==> src/pkg/pps_pkg.sv <==
// Constants shared by the point-of-load protection supervisor.
// Assumes a 25 MHz APB clock and comparator inputs from the analog front end.
package pps_pkg;

  // ==========================================================================
  // Timing
  // ==========================================================================
  localparam int CLK_HZ = 25_000_000;
  localparam int MS_CYCLES = CLK_HZ / 1000;
  localparam logic [7:0] RETRY_MS = 8'h82;        // 130 ms between restarts.
  localparam logic [7:0] PG_DELAY_MAX_MS = 8'h96; // 150 ms release delay.

  // Comparator set points in the analog front end, for reference.
  localparam int TEMP_WARN_ON_C = 120;
  localparam int TEMP_WARN_OFF_C = 117;
  localparam int TEMP_RESTART_C = 110;
  localparam int TRACK_ERR_MV = 250;

  // ==========================================================================
  // Register byte addresses
  // ==========================================================================
  localparam logic [7:0] ADDR_CTRL = 8'h00;
  localparam logic [7:0] ADDR_THR = 8'h04;
  localparam logic [7:0] ADDR_PROT = 8'h0c;
  localparam logic [7:0] ADDR_STAT = 8'h10;
  localparam logic [7:0] ADDR_STATE = 8'h14;
  localparam logic [7:0] ADDR_CLS = 8'h20;

  // ==========================================================================
  // Reset values and field positions
  // ==========================================================================
  localparam logic [15:0] CTRL_RST = 16'h0000;
  localparam int CTRL_EN = 0;
  localparam int CTRL_PG_RAMP = 1;
  localparam int CTRL_UV_CRIT = 2;
  localparam int CTRL_OT_CRIT = 3;
  localparam logic [5:0] THR_RST = 6'h08;
  localparam int THR_PG_HI105 = 5;
  localparam int THR_PG_LO95 = 4;
  localparam logic [7:0] PROT_RST = 8'h43;
  localparam int PROT_TRE = 7;
  localparam int PROT_TRC = 5;
  localparam int PROT_OTC = 4;
  localparam int PROT_OCC = 3;
  localparam int PROT_UVC = 2;
  localparam int PROT_OVC = 1;
  localparam logic [7:0] CLS_RST = 8'h1b;
  localparam int CLS_TCE = 4;
  localparam logic [7:0] CLS_LIMIT_MAX = 8'h0b;
  localparam logic [6:0] STAT_RST = 7'h7e;
  localparam int ST_PG = 0;
  localparam int ST_TW = 1;
  localparam int ST_OC = 2;
  localparam int ST_UV = 3;
  localparam int ST_OT = 4;
  localparam int ST_TR = 5;
  localparam int ST_OV = 6;

  // Synchronised comparator vector width and reset value.
  localparam int NSYNC = 16;
  localparam logic [NSYNC-1:0] SYNC_RST = 16'h8000;

  typedef enum logic [1:0] {
    PPS_OFF = 2'b00,
    PPS_RUN = 2'b01,
    PPS_FAULT = 2'b10
  } pps_state_t;

endpackage

==> src/hdl/pps_supervisor.sv <==
// Protection and supervision logic of a point-of-load converter, with an
// APB register file. Assumes analog comparators report each threshold as a
// level, and that a separate PWM controller obeys the switch commands.
//
// Operation
// - Warnings only set status and pins; they never stop the converter.
// - Temperature above 120 C raises the temperature warning and clears its status bit.
// - Warning clears only below 117 C, giving hysteresis.
// - Good pin driven low whenever output lies outside the good window.
// - Upper good threshold selects 105 or 110 percent of setpoint.
// - Lower good threshold selects 90 or 95 percent of setpoint.
// - Good check armed at steady state; release delayed 0 to 150 ms.
// - Good check stays armed across margin moves; thresholds scale with setpoint.
// - Window violation pulls the good pin low and writes 0 in status.
// - Re-entering the window releases the pin and sets status good.
// - External low on the good pin counts as a good warning.
// - Option: good pin drops at turn-off command or at ramp-down start.
// - Any fault turns off; undervoltage and overtemperature style is programmable.
// - Overcurrent above prebias clears its bit and opens both switches.
// - A bit enables temperature compensation of the overcurrent threshold.
// - Undervoltage in steady state without overcurrent clears bit, ramps down.
// - Overtemperature always armed; above 120 C clears bit, ramps down.
// - Non-latching overtemperature restarts once below 110 C.
// - Ramp-up tracking error over 250 mV clears bit, opens both switches.
// - Tracking protection is enabled by a protection configuration bit, clear at reset.
// - Limits follow margining; tracking ends at good and re-arms only at a restart.
// - Overvoltage above prebias clears bit, opens high side, closes low side.
// - Overvoltage threshold 110 to 130 percent, floor 0.5 V, 0.25 V margin.
// - Non-latching faults retry every 130 ms until the cause is gone.
//
// Our own choices: the APB register port and the placing of the registers.
`timescale 1ns/1ps

module pps_supervisor #(
  parameter int MS_CYCLES = pps_pkg::MS_CYCLES
) (
  input wire logic pclk,
  input wire logic presetn,
  input wire logic psel,
  input wire logic penable,
  input wire logic pwrite,
  input wire logic [7:0] paddr,
  input wire logic [31:0] pwdata,
  output logic [31:0] prdata,
  output logic pready,
  output logic pslverr,
  input wire logic temp_above_120,
  input wire logic temp_below_117,
  input wire logic temp_below_110,
  input wire logic vout_above_105,
  input wire logic vout_above_110,
  input wire logic vout_below_90,
  input wire logic vout_below_95,
  input wire logic vout_above_prebias,
  input wire logic vout_steady,
  input wire logic vout_ramping_up,
  input wire logic vout_ramping_down,
  input wire logic oc_trip,
  input wire logic uv_trip,
  input wire logic ov_trip,
  input wire logic track_err,
  input wire logic output_good_in,
  output logic output_good_out,
  output logic output_good_oe,
  output logic temp_warning_flag,
  output logic pwm_run,
  output logic seq_rampdown,
  output logic hs_force_off,
  output logic ls_force_off,
  output logic ls_force_on,
  output logic oc_temp_comp_en,
  output logic [3:0] oc_limit_sel,
  output logic [1:0] ov_level_sel,
  output logic [1:0] uv_level_sel
);

  // ==========================================================================
  // Helpers
  // ==========================================================================
  // Saturate a programmed value at its documented maximum.
  function automatic logic [7:0] clamp8(input logic [7:0] v,
                                        input logic [7:0] max);
    clamp8 = (v > max) ? max : v;
  endfunction

  // ==========================================================================
  // Input synchronisers
  // ==========================================================================
  logic [pps_pkg::NSYNC-1:0] sync1_r;
  logic [pps_pkg::NSYNC-1:0] sync2_r;
  logic [pps_pkg::NSYNC-1:0] raw_in;

  assign raw_in = {output_good_in, track_err, ov_trip, uv_trip, oc_trip,
                   vout_ramping_down, vout_ramping_up, vout_steady,
                   vout_above_prebias, vout_below_95, vout_below_90,
                   vout_above_110, vout_above_105, temp_below_110,
                   temp_below_117, temp_above_120};

  // Two stages; only the second stage feeds any logic.
  always_ff @(posedge pclk or negedge presetn) begin
    if (!presetn) begin
      sync1_r <= pps_pkg::SYNC_RST;
      sync2_r <= pps_pkg::SYNC_RST;
    end else begin
      sync1_r <= raw_in;
      sync2_r <= sync1_r;
    end
  end

  logic s_hot, s_cool117, s_cool110, s_hi105, s_hi110, s_lo90, s_lo95;
  logic s_prebias, s_steady, s_ramp_up, s_ramp_down;
  logic s_oc, s_uv, s_ov, s_trk, s_pin;
  assign {s_pin, s_trk, s_ov, s_uv, s_oc, s_ramp_down, s_ramp_up, s_steady,
          s_prebias, s_lo95, s_lo90, s_hi110, s_hi105, s_cool110, s_cool117,
          s_hot} = sync2_r;

  // ==========================================================================
  // Register file
  // ==========================================================================
  logic [15:0] ctrl_r;
  logic [5:0] thr_r;
  logic [7:0] prot_r;
  logic [7:0] cls_r;
  logic [6:0] stat_r;
  logic [6:0] stat_nxt;
  pps_pkg::pps_state_t state_r;
  logic wr_en, rd_en, addr_ok;
  logic [7:0] cls_lim;
  logic [6:0] hw_clear;
  logic tw_r;
  logic pg_good_r;

  assign addr_ok = (paddr == pps_pkg::ADDR_CTRL) ||
                   (paddr == pps_pkg::ADDR_THR) ||
                   (paddr == pps_pkg::ADDR_PROT) ||
                   (paddr == pps_pkg::ADDR_STAT) ||
                   (paddr == pps_pkg::ADDR_STATE) ||
                   (paddr == pps_pkg::ADDR_CLS);
  assign wr_en = psel && penable && pready && pwrite && addr_ok;
  assign rd_en = psel && penable && !pready && !pwrite;
  // The limit field saturates before it is stored in the low nibble.
  assign cls_lim = clamp8({4'h0, pwdata[3:0]}, pps_pkg::CLS_LIMIT_MAX);

  // One wait state: pready rises in the second access cycle.
  always_ff @(posedge pclk or negedge presetn) begin
    if (!presetn) begin
      pready <= 1'b0;
      pslverr <= 1'b0;
    end else begin
      pready <= psel && penable && !pready;
      pslverr <= psel && penable && !pready && !addr_ok;
    end
  end

  // Read data is captured with pready so it stands in the completing cycle.
  always_ff @(posedge pclk or negedge presetn) begin
    if (!presetn) begin
      prdata <= 32'h0000_0000;
    end else if (rd_en) begin
      case (paddr)
        pps_pkg::ADDR_CTRL: prdata <= {16'h0000, ctrl_r};
        pps_pkg::ADDR_THR: prdata <= {26'h0000000, thr_r};
        pps_pkg::ADDR_PROT: prdata <= {24'h000000, prot_r};
        pps_pkg::ADDR_STAT: prdata <= {25'h0000000, stat_r};
        pps_pkg::ADDR_STATE: prdata <= {24'h000000, hs_force_off,
                                        ls_force_on, seq_rampdown,
                                        pg_good_r, tw_r, 1'b0, state_r};
        pps_pkg::ADDR_CLS: prdata <= {24'h000000, cls_r};
        default: prdata <= 32'h0000_0000;
      endcase
    end else begin
      prdata <= 32'h0000_0000;
    end
  end

  // Configuration registers. Window and level thresholds only change while the PWM is off,
  // so those comparators never see a setting move under a running output; CLS writes always land.
  always_ff @(posedge pclk or negedge presetn) begin
    if (!presetn) begin
      ctrl_r <= pps_pkg::CTRL_RST;
      thr_r <= pps_pkg::THR_RST;
      prot_r <= pps_pkg::PROT_RST;
      cls_r <= pps_pkg::CLS_RST;
    end else if (wr_en) begin
      case (paddr)
        pps_pkg::ADDR_CTRL: ctrl_r <= {clamp8(pwdata[15:8],
                                       pps_pkg::PG_DELAY_MAX_MS),
                                       4'h0, pwdata[3:0]};
        pps_pkg::ADDR_THR: if (state_r != pps_pkg::PPS_RUN)
          thr_r <= pwdata[5:0];
        pps_pkg::ADDR_PROT: prot_r <= pwdata[7:0];
        pps_pkg::ADDR_CLS: cls_r <= {pwdata[7:4], cls_lim[3:0]};
        default: ;
      endcase
    end
  end

  // Analog threshold selections come straight from configuration flops.
  assign oc_temp_comp_en = cls_r[pps_pkg::CLS_TCE];
  assign oc_limit_sel = cls_r[3:0];
  assign ov_level_sel = thr_r[3:2];
  assign uv_level_sel = thr_r[1:0];

  // ==========================================================================
  // Millisecond tick
  // ==========================================================================
  logic [31:0] ms_div_r;
  logic ms_tick;
  assign ms_tick = (ms_div_r == 32'(MS_CYCLES - 1));

  always_ff @(posedge pclk or negedge presetn) begin
    if (!presetn) begin
      ms_div_r <= 32'h0000_0000;
    end else begin
      ms_div_r <= ms_tick ? 32'h0000_0000 : ms_div_r + 32'h0000_0001;
    end
  end

  // ==========================================================================
  // Temperature warning
  // ==========================================================================
  // Hysteresis: set above the high point, withdrawn only below the low one.
  always_ff @(posedge pclk or negedge presetn) begin
    if (!presetn) begin
      tw_r <= 1'b0;
    end else if (s_hot) begin
      tw_r <= 1'b1;
    end else if (s_cool117) begin
      tw_r <= 1'b0;
    end
  end

  assign temp_warning_flag = tw_r;

  // ==========================================================================
  // Output good window
  // ==========================================================================
  logic pg_armed_r;
  logic pg_delay_done_r;
  logic [7:0] pg_cnt_r;
  logic pg_drop;
  logic pg_viol;

  // Comparators scale with the live setpoint, so margining needs no action.
  assign pg_viol = (thr_r[pps_pkg::THR_PG_HI105] ? s_hi105 : s_hi110) ||
                   (thr_r[pps_pkg::THR_PG_LO95] ? s_lo95 : s_lo90);
  assign pg_drop = !ctrl_r[pps_pkg::CTRL_EN] &&
                   (!ctrl_r[pps_pkg::CTRL_PG_RAMP] || s_ramp_down);

  // Arming starts at steady state and survives margin moves until turn-off or a fault.
  always_ff @(posedge pclk or negedge presetn) begin
    if (!presetn) begin
      pg_armed_r <= 1'b0;
    end else if (state_r == pps_pkg::PPS_FAULT || pg_drop) begin
      pg_armed_r <= 1'b0;
    end else if (state_r == pps_pkg::PPS_RUN && s_steady) begin
      pg_armed_r <= 1'b1;
    end
  end

  // The release delay runs once per arming, in whole milliseconds.
  always_ff @(posedge pclk or negedge presetn) begin
    if (!presetn) begin
      pg_cnt_r <= 8'h00;
      pg_delay_done_r <= 1'b0;
    end else if (!pg_armed_r) begin
      pg_cnt_r <= 8'h00;
      pg_delay_done_r <= 1'b0;
    end else if (pg_cnt_r >= ctrl_r[15:8]) begin
      pg_delay_done_r <= 1'b1;
    end else if (ms_tick) begin
      pg_cnt_r <= pg_cnt_r + 8'h01;
    end
  end

  // The pin is open collector: it is only ever driven low.
  always_ff @(posedge pclk or negedge presetn) begin
    if (!presetn) begin
      output_good_oe <= 1'b1;
      output_good_out <= 1'b0;
    end else begin
      output_good_oe <= !(pg_delay_done_r && !pg_viol);
      output_good_out <= 1'b0;
    end
  end

  // Good only when released and the wire really reads high.
  always_ff @(posedge pclk or negedge presetn) begin
    if (!presetn) begin
      pg_good_r <= 1'b0;
    end else begin
      pg_good_r <= !output_good_oe && s_pin;
    end
  end

  // ==========================================================================
  // Fault detection
  // ==========================================================================
  logic trk_done_r;
  logic ev_oc, ev_uv, ev_ot, ev_tr, ev_ov, any_ev;
  logic running;
  assign running = (state_r == pps_pkg::PPS_RUN);

  // Tracking ends when the output goes good and stays off until a restart.
  always_ff @(posedge pclk or negedge presetn) begin
    if (!presetn) begin
      trk_done_r <= 1'b0;
    end else if (!running) begin
      trk_done_r <= 1'b0;
    end else if (pg_good_r) begin
      trk_done_r <= 1'b1;
    end
  end

  assign ev_oc = running && s_prebias && s_oc;
  assign ev_uv = running && s_steady && s_uv && !s_oc;
  assign ev_ot = s_hot;
  assign ev_tr = running && s_ramp_up && prot_r[pps_pkg::PROT_TRE] &&
                 !trk_done_r && s_trk;
  assign ev_ov = running && s_prebias && s_ov;
  assign any_ev = ev_oc || ev_uv || (running && ev_ot) || ev_tr || ev_ov;

  // Fault bits are active low; a detection wins over a software restore.
  assign hw_clear = {ev_ov, ev_tr, ev_ot, ev_uv, ev_oc, 2'b00};

  always_comb begin
    stat_nxt = stat_r;
    if (wr_en && paddr == pps_pkg::ADDR_STAT) begin
      stat_nxt[6:2] = stat_r[6:2] | pwdata[6:2];
    end
    stat_nxt[6:2] = stat_nxt[6:2] & ~hw_clear[6:2];
    stat_nxt[pps_pkg::ST_TW] = !tw_r;
    stat_nxt[pps_pkg::ST_PG] = pg_good_r;
  end

  always_ff @(posedge pclk or negedge presetn) begin
    if (!presetn) begin
      stat_r <= pps_pkg::STAT_RST;
    end else begin
      stat_r <= stat_nxt;
    end
  end

  // ==========================================================================
  // Run and fault sequencing
  // ==========================================================================
  logic [4:0] cause_r;
  logic [7:0] retry_cnt_r;
  logic latched_wait, ot_hold, fast_off;
  logic [4:0] latch_cfg;

  // Cause order: ov, tr, ot, uv, oc, matching the status bits.
  assign latch_cfg = {prot_r[pps_pkg::PROT_OVC], prot_r[pps_pkg::PROT_TRC],
                      prot_r[pps_pkg::PROT_OTC], prot_r[pps_pkg::PROT_UVC],
                      prot_r[pps_pkg::PROT_OCC]};
  // A latched cause waits until software restores its status bit.
  assign latched_wait = |(cause_r & latch_cfg & ~stat_r[6:2]);
  // Overtemperature may only restart once cooled below its restart point.
  assign ot_hold = cause_r[2] && !s_cool110;

  always_ff @(posedge pclk or negedge presetn) begin
    if (!presetn) begin
      state_r <= pps_pkg::PPS_OFF;
      cause_r <= 5'h00;
      retry_cnt_r <= 8'h00;
    end else begin
      case (state_r)
        pps_pkg::PPS_OFF: begin
          retry_cnt_r <= 8'h00;
          if (ctrl_r[pps_pkg::CTRL_EN] && !s_hot) begin
            state_r <= pps_pkg::PPS_RUN;
            cause_r <= 5'h00;
          end
        end
        pps_pkg::PPS_RUN: begin
          if (any_ev) begin
            state_r <= pps_pkg::PPS_FAULT;
            cause_r <= {ev_ov, ev_tr, ev_ot, ev_uv, ev_oc};
          end else if (!ctrl_r[pps_pkg::CTRL_EN]) begin
            state_r <= pps_pkg::PPS_OFF;
          end
        end
        pps_pkg::PPS_FAULT: begin
          if (retry_cnt_r >= pps_pkg::RETRY_MS) begin
            retry_cnt_r <= 8'h00;
            if (!latched_wait && !ot_hold) begin
              state_r <= pps_pkg::PPS_OFF;
            end
          end else if (ms_tick) begin
            retry_cnt_r <= retry_cnt_r + 8'h01;
          end
        end
        default: state_r <= pps_pkg::PPS_OFF;
      endcase
    end
  end

  // Overcurrent, tracking and critical styles open the switches at once;
  // non-critical undervoltage and overtemperature hand the output to a sequenced ramp-down; overvoltage clamps the low side.
  assign fast_off = cause_r[0] || cause_r[3] ||
                    (cause_r[1] && ctrl_r[pps_pkg::CTRL_UV_CRIT]) ||
                    (cause_r[2] && ctrl_r[pps_pkg::CTRL_OT_CRIT]);

  // Switch commands; warnings never enter here, only fault causes do.
  always_ff @(posedge pclk or negedge presetn) begin
    if (!presetn) begin
      pwm_run <= 1'b0;
      seq_rampdown <= 1'b0;
      hs_force_off <= 1'b1;
      ls_force_off <= 1'b1;
      ls_force_on <= 1'b0;
    end else begin
      pwm_run <= (state_r == pps_pkg::PPS_RUN) && !any_ev;
      if (state_r == pps_pkg::PPS_FAULT) begin
        seq_rampdown <= !fast_off && !cause_r[4];
        hs_force_off <= fast_off || cause_r[4];
        ls_force_off <= fast_off && !cause_r[4];
        ls_force_on <= cause_r[4];
      end else begin
        seq_rampdown <= 1'b0;
        hs_force_off <= (state_r == pps_pkg::PPS_OFF);
        ls_force_off <= (state_r == pps_pkg::PPS_OFF);
        ls_force_on <= 1'b0;
      end
    end
  end

endmodule

==> config.mk <==
export PLATFORM = sky130hd
export DESIGN_NAME = pps_supervisor
export DESIGN_NICKNAME = d
export VERILOG_FILES = /design/src/pkg/pps_pkg.sv /design/src/hdl/pps_supervisor.sv
export SDC_FILE = /design/constraint.sdc
export NUM_CORES = 1
export LEC_CHECK = 0
export ABC_AREA = 1
export BUFFER_PORTS_ARGS = -buffer_cell sky130_fd_sc_hd__buf_2
export CORE_UTILIZATION = 37
export DETAILED_ROUTE_END_ITERATION = 6
export PLACE_DENSITY = 0.61
export SLEW_MARGIN = 10
export SYNTH_ARGS = -nofsm -noshare
export SYNTH_HDL_FRONTEND = slang
export SYNTH_SLANG_ARGS = --single-unit
==> constraint.sdc <==
create_clock -name pclk -period 2.5 [get_ports pclk]
set_input_delay 0.125 -clock pclk [delete_from_list [all_inputs] [get_ports pclk]]
set_output_delay 0.125 -clock pclk [all_outputs]
set_load 0.05 [all_outputs]
==> impl_metrics.yaml <==
sta:
  finalSetupTns_ns: 0
  finalMaxSlewViolations: 0
  hold_viol: 0
  worstMarginPinSlew_ns: 0.689
  worst_slack_ns: 0.525
  post-route-min-period_ns: 1.97
  relSlewSlack: 0.541
  finClkSkew_ns: 0.00876
  clock.fmax_mhz: 506
  rsz0062_at_grt: "false"
  setup_violations: 0
  period_share: 0.790
critical_path:
  path_common_cell: "nand2_1"
  worstSetupPathType: "register to register"
  r2r_slack_ns: 0.53
  worstPathMaxFanout: 9
  cp-start-kind: "register"
  critical_path_required_ns: 2.81
  cp_cell_sequence: "inv_1 -> ha_1 -> inv_1 -> nor2_1 -> o21ai_0 -> nand3_1 -> nand2_1 -> nand2_1 -> nand2_1 -> nand2_1 -> nand2_1 -> nand2_1"
  endpoint_kind: "register"
  critPathArrivalTime_ns: 2.29
  worst_path_max_delay_cell: "dfrtp_1"
  cp_slowest_stage_delay_ns: 0.36
cts:
  htreeDepth: 4
  postCtsSetupBuffers: 0
  cts.path.max_buffers: 2
  cts_buffers: 17
  clk_latency_ns: 0.42
  cts_root_buf: "clkbuf_16"
  tritoncts: "yes"
  clk_pin_slew_worst_paths_ns: 0.06
  clkSinkCount: 157
power:
  vdd_drop_max_uv: 390
  p_leak_uw: 0.00463
  power_density_nw_per_um2: 707
synthesis:
  synthFlopType: "dfrtp_1"
  ys_seq_area_frac: 0.529
  yosys_register_bits: 157
  ys_warn_count: 0
  synth_cell_type_count: 41
  async_flop_share: 1.00
  syn_area_um2: 7470
  syn_avg_cell_area_um2: 8.54
  synth_cells: 875
  synth_edf_count: 0
routing:
  ant_nets: 0
  drt-total-wl_um: 16200
  routedWlPerCell_um: 12.8
  num_vias: 5738
  drc_errors: 0
  drt-initial-drc-count: 299
  vias_per_cell: 4.54
  firstDrtPassIters: 5
cells_and_area:
  drive_above_1_share: 0.167
  antennaDiodeCount: 0
  post-route-util: 0.456
  layout.cells.non_filler: 1265
  area_growth_pct: 19.9
  final_nets: 1061
global_route:
  grt_pass1_vias: 5538
  antenna_found_initial: 0
  grt_pass1_wl_um: 27000
  grt.total_usage: 0.171
  grt-ovfl-total: 0
  grt_max_degree: 76
placed_design:
  pre_cts_slack_ns: 0.532
  dp.cells: 1207
  dp_hpwl_um: 12200
  gp_congestion: 0.855
  io_buffers: 78
die:
  dieHeight_um: 144
  design.core.area_um2: 19700
  die_w_um: 144
  dieArea_um2: 20800
  rows: 51
  ioPinCount: 112
  start_util: 0.380
outcome:
  status: "complete, no violations"
hold_path:
  worstHoldPathType: "primary input to register"
job:
  maxCapViolations: 0
-- what timing repair did --
item                                   CTS  global route
resized for setup                        0             0
endpoints found under the hold margin   95             0
hold buffers                            27             0
-- worst max-delay path: cells and delay by family, from the launching register on --
family,cells,cell delay (ns)
buffers and inverters,2,0.17
DFF,1,0.36
adders and majority gates,1,0.26
and+or+nand+nor,8,0.94
AOI/OAI and AO/OA,1,0.14
-- placed cells by master (no fill, tap or decap), drive strengths merged, types with 3 or more instances in the layout --
master / instances
a21oi: 23
and2: 3
buf: 82
bufinv: 3
clkbuf: 21
clkinv: 3
clkinvlp: 3
conb: 17
dfrtp: 138
dfstp: 19
dlygate4sd3: 27
ha: 12
inv: 126
nand2: 211
nand3: 58
nand4: 19
nor2: 97
nor3: 40
o21ai: 56
xnor2: 12
xor2: 19
-- metrics by stage --
step                power (uW)  instance area, um^2  hold slack, ns
floorplan                 3400                 7530          -0.171
global placement          3670                 8070           0.198
detailed placement        3670                 8070           0.203
CTS                       6400                 8960         0.00258
global route              6610                 8960          0.0211
finish                    6330                 8960          0.0186
-- logic make-up after synthesis --
family,after synthesis,synth area share
AO/OA/AOI/OAI,83,0.0614
XOR/XNOR,31,0.0363
adder cells (fa/ha/maj),12,0.0201
buffers and inverters,156,0.0939
flip-flops,157,0.529
multiplexers,1,0.00134
other,1,0.000502
AND/OR/NAND/NOR,434,0.257
-- state kept, by name (all words and copies together) (netlist names), 8 cells and up --
register	flops
ms_div_r	32
prot_r	8
sync2_r	16
cls_r	8
ctrl_r	12
sync1_r	16
pg_cnt_r	8
retry_cnt_r	8
prdata	16
-- routing by layer --
| metal | GRT usage | wire length, um |
|---|---|---|
| met2 | 0.273 | 7370 |
| met4 | 0.0694 | 284 |
| met3 | 0.0298 | 688 |
| met1 | 0.228 | 7900 |
| met5 | 0 | 0 |
-- synth_stat cells (all sizes together) (12+ instances only) --
cell type	count	share of area
dfstp	19	0.067
buf	30	0.031
o21ai	56	0.042
xnor2	12	0.014
xor2	19	0.022
nand2	211	0.11
nand3	58	0.041
inv	125	0.063
dfrtp	138	0.46
ha	12	0.020
nor3	40	0.027
nand4	19	0.016
a21oi	23	0.015
nor2	97	0.054
-- layout make-up --
type | count | area (um^2)
clock buffer | 21 | 480
clock inverter | 10 | 136
fill | 1932 | 10700
inverter | 125 | 469
multi-input combinational | 578 | 2880
sequential | 157 | 3950
tap | 265 | 332
timing repair buffer | 109 | 709
-- final timing paths --
path	start	end	cells past startpoint
worst max-delay path	ctrl_r[9]	pg_cnt_r[7]	12
worst max register to register	ctrl_r[9]	pg_cnt_r[7]	12
worst min register to register	sync1_r[0]	sync2_r[0]	0
min in group asynchronous	presetn	sync1_r[1]	2
worst min-delay path	pwdata[9]	ctrl_r[9]	5
max in group asynchronous	presetn	sync1_r[15]	3
-- power by group --
group	total (uW)	switching [uW]	internal, uW
registers	2830	107	2730
clock network	2680	1010	1670
logic	817	603	215
Note: power is estimated with default switching activity, not from simulation.
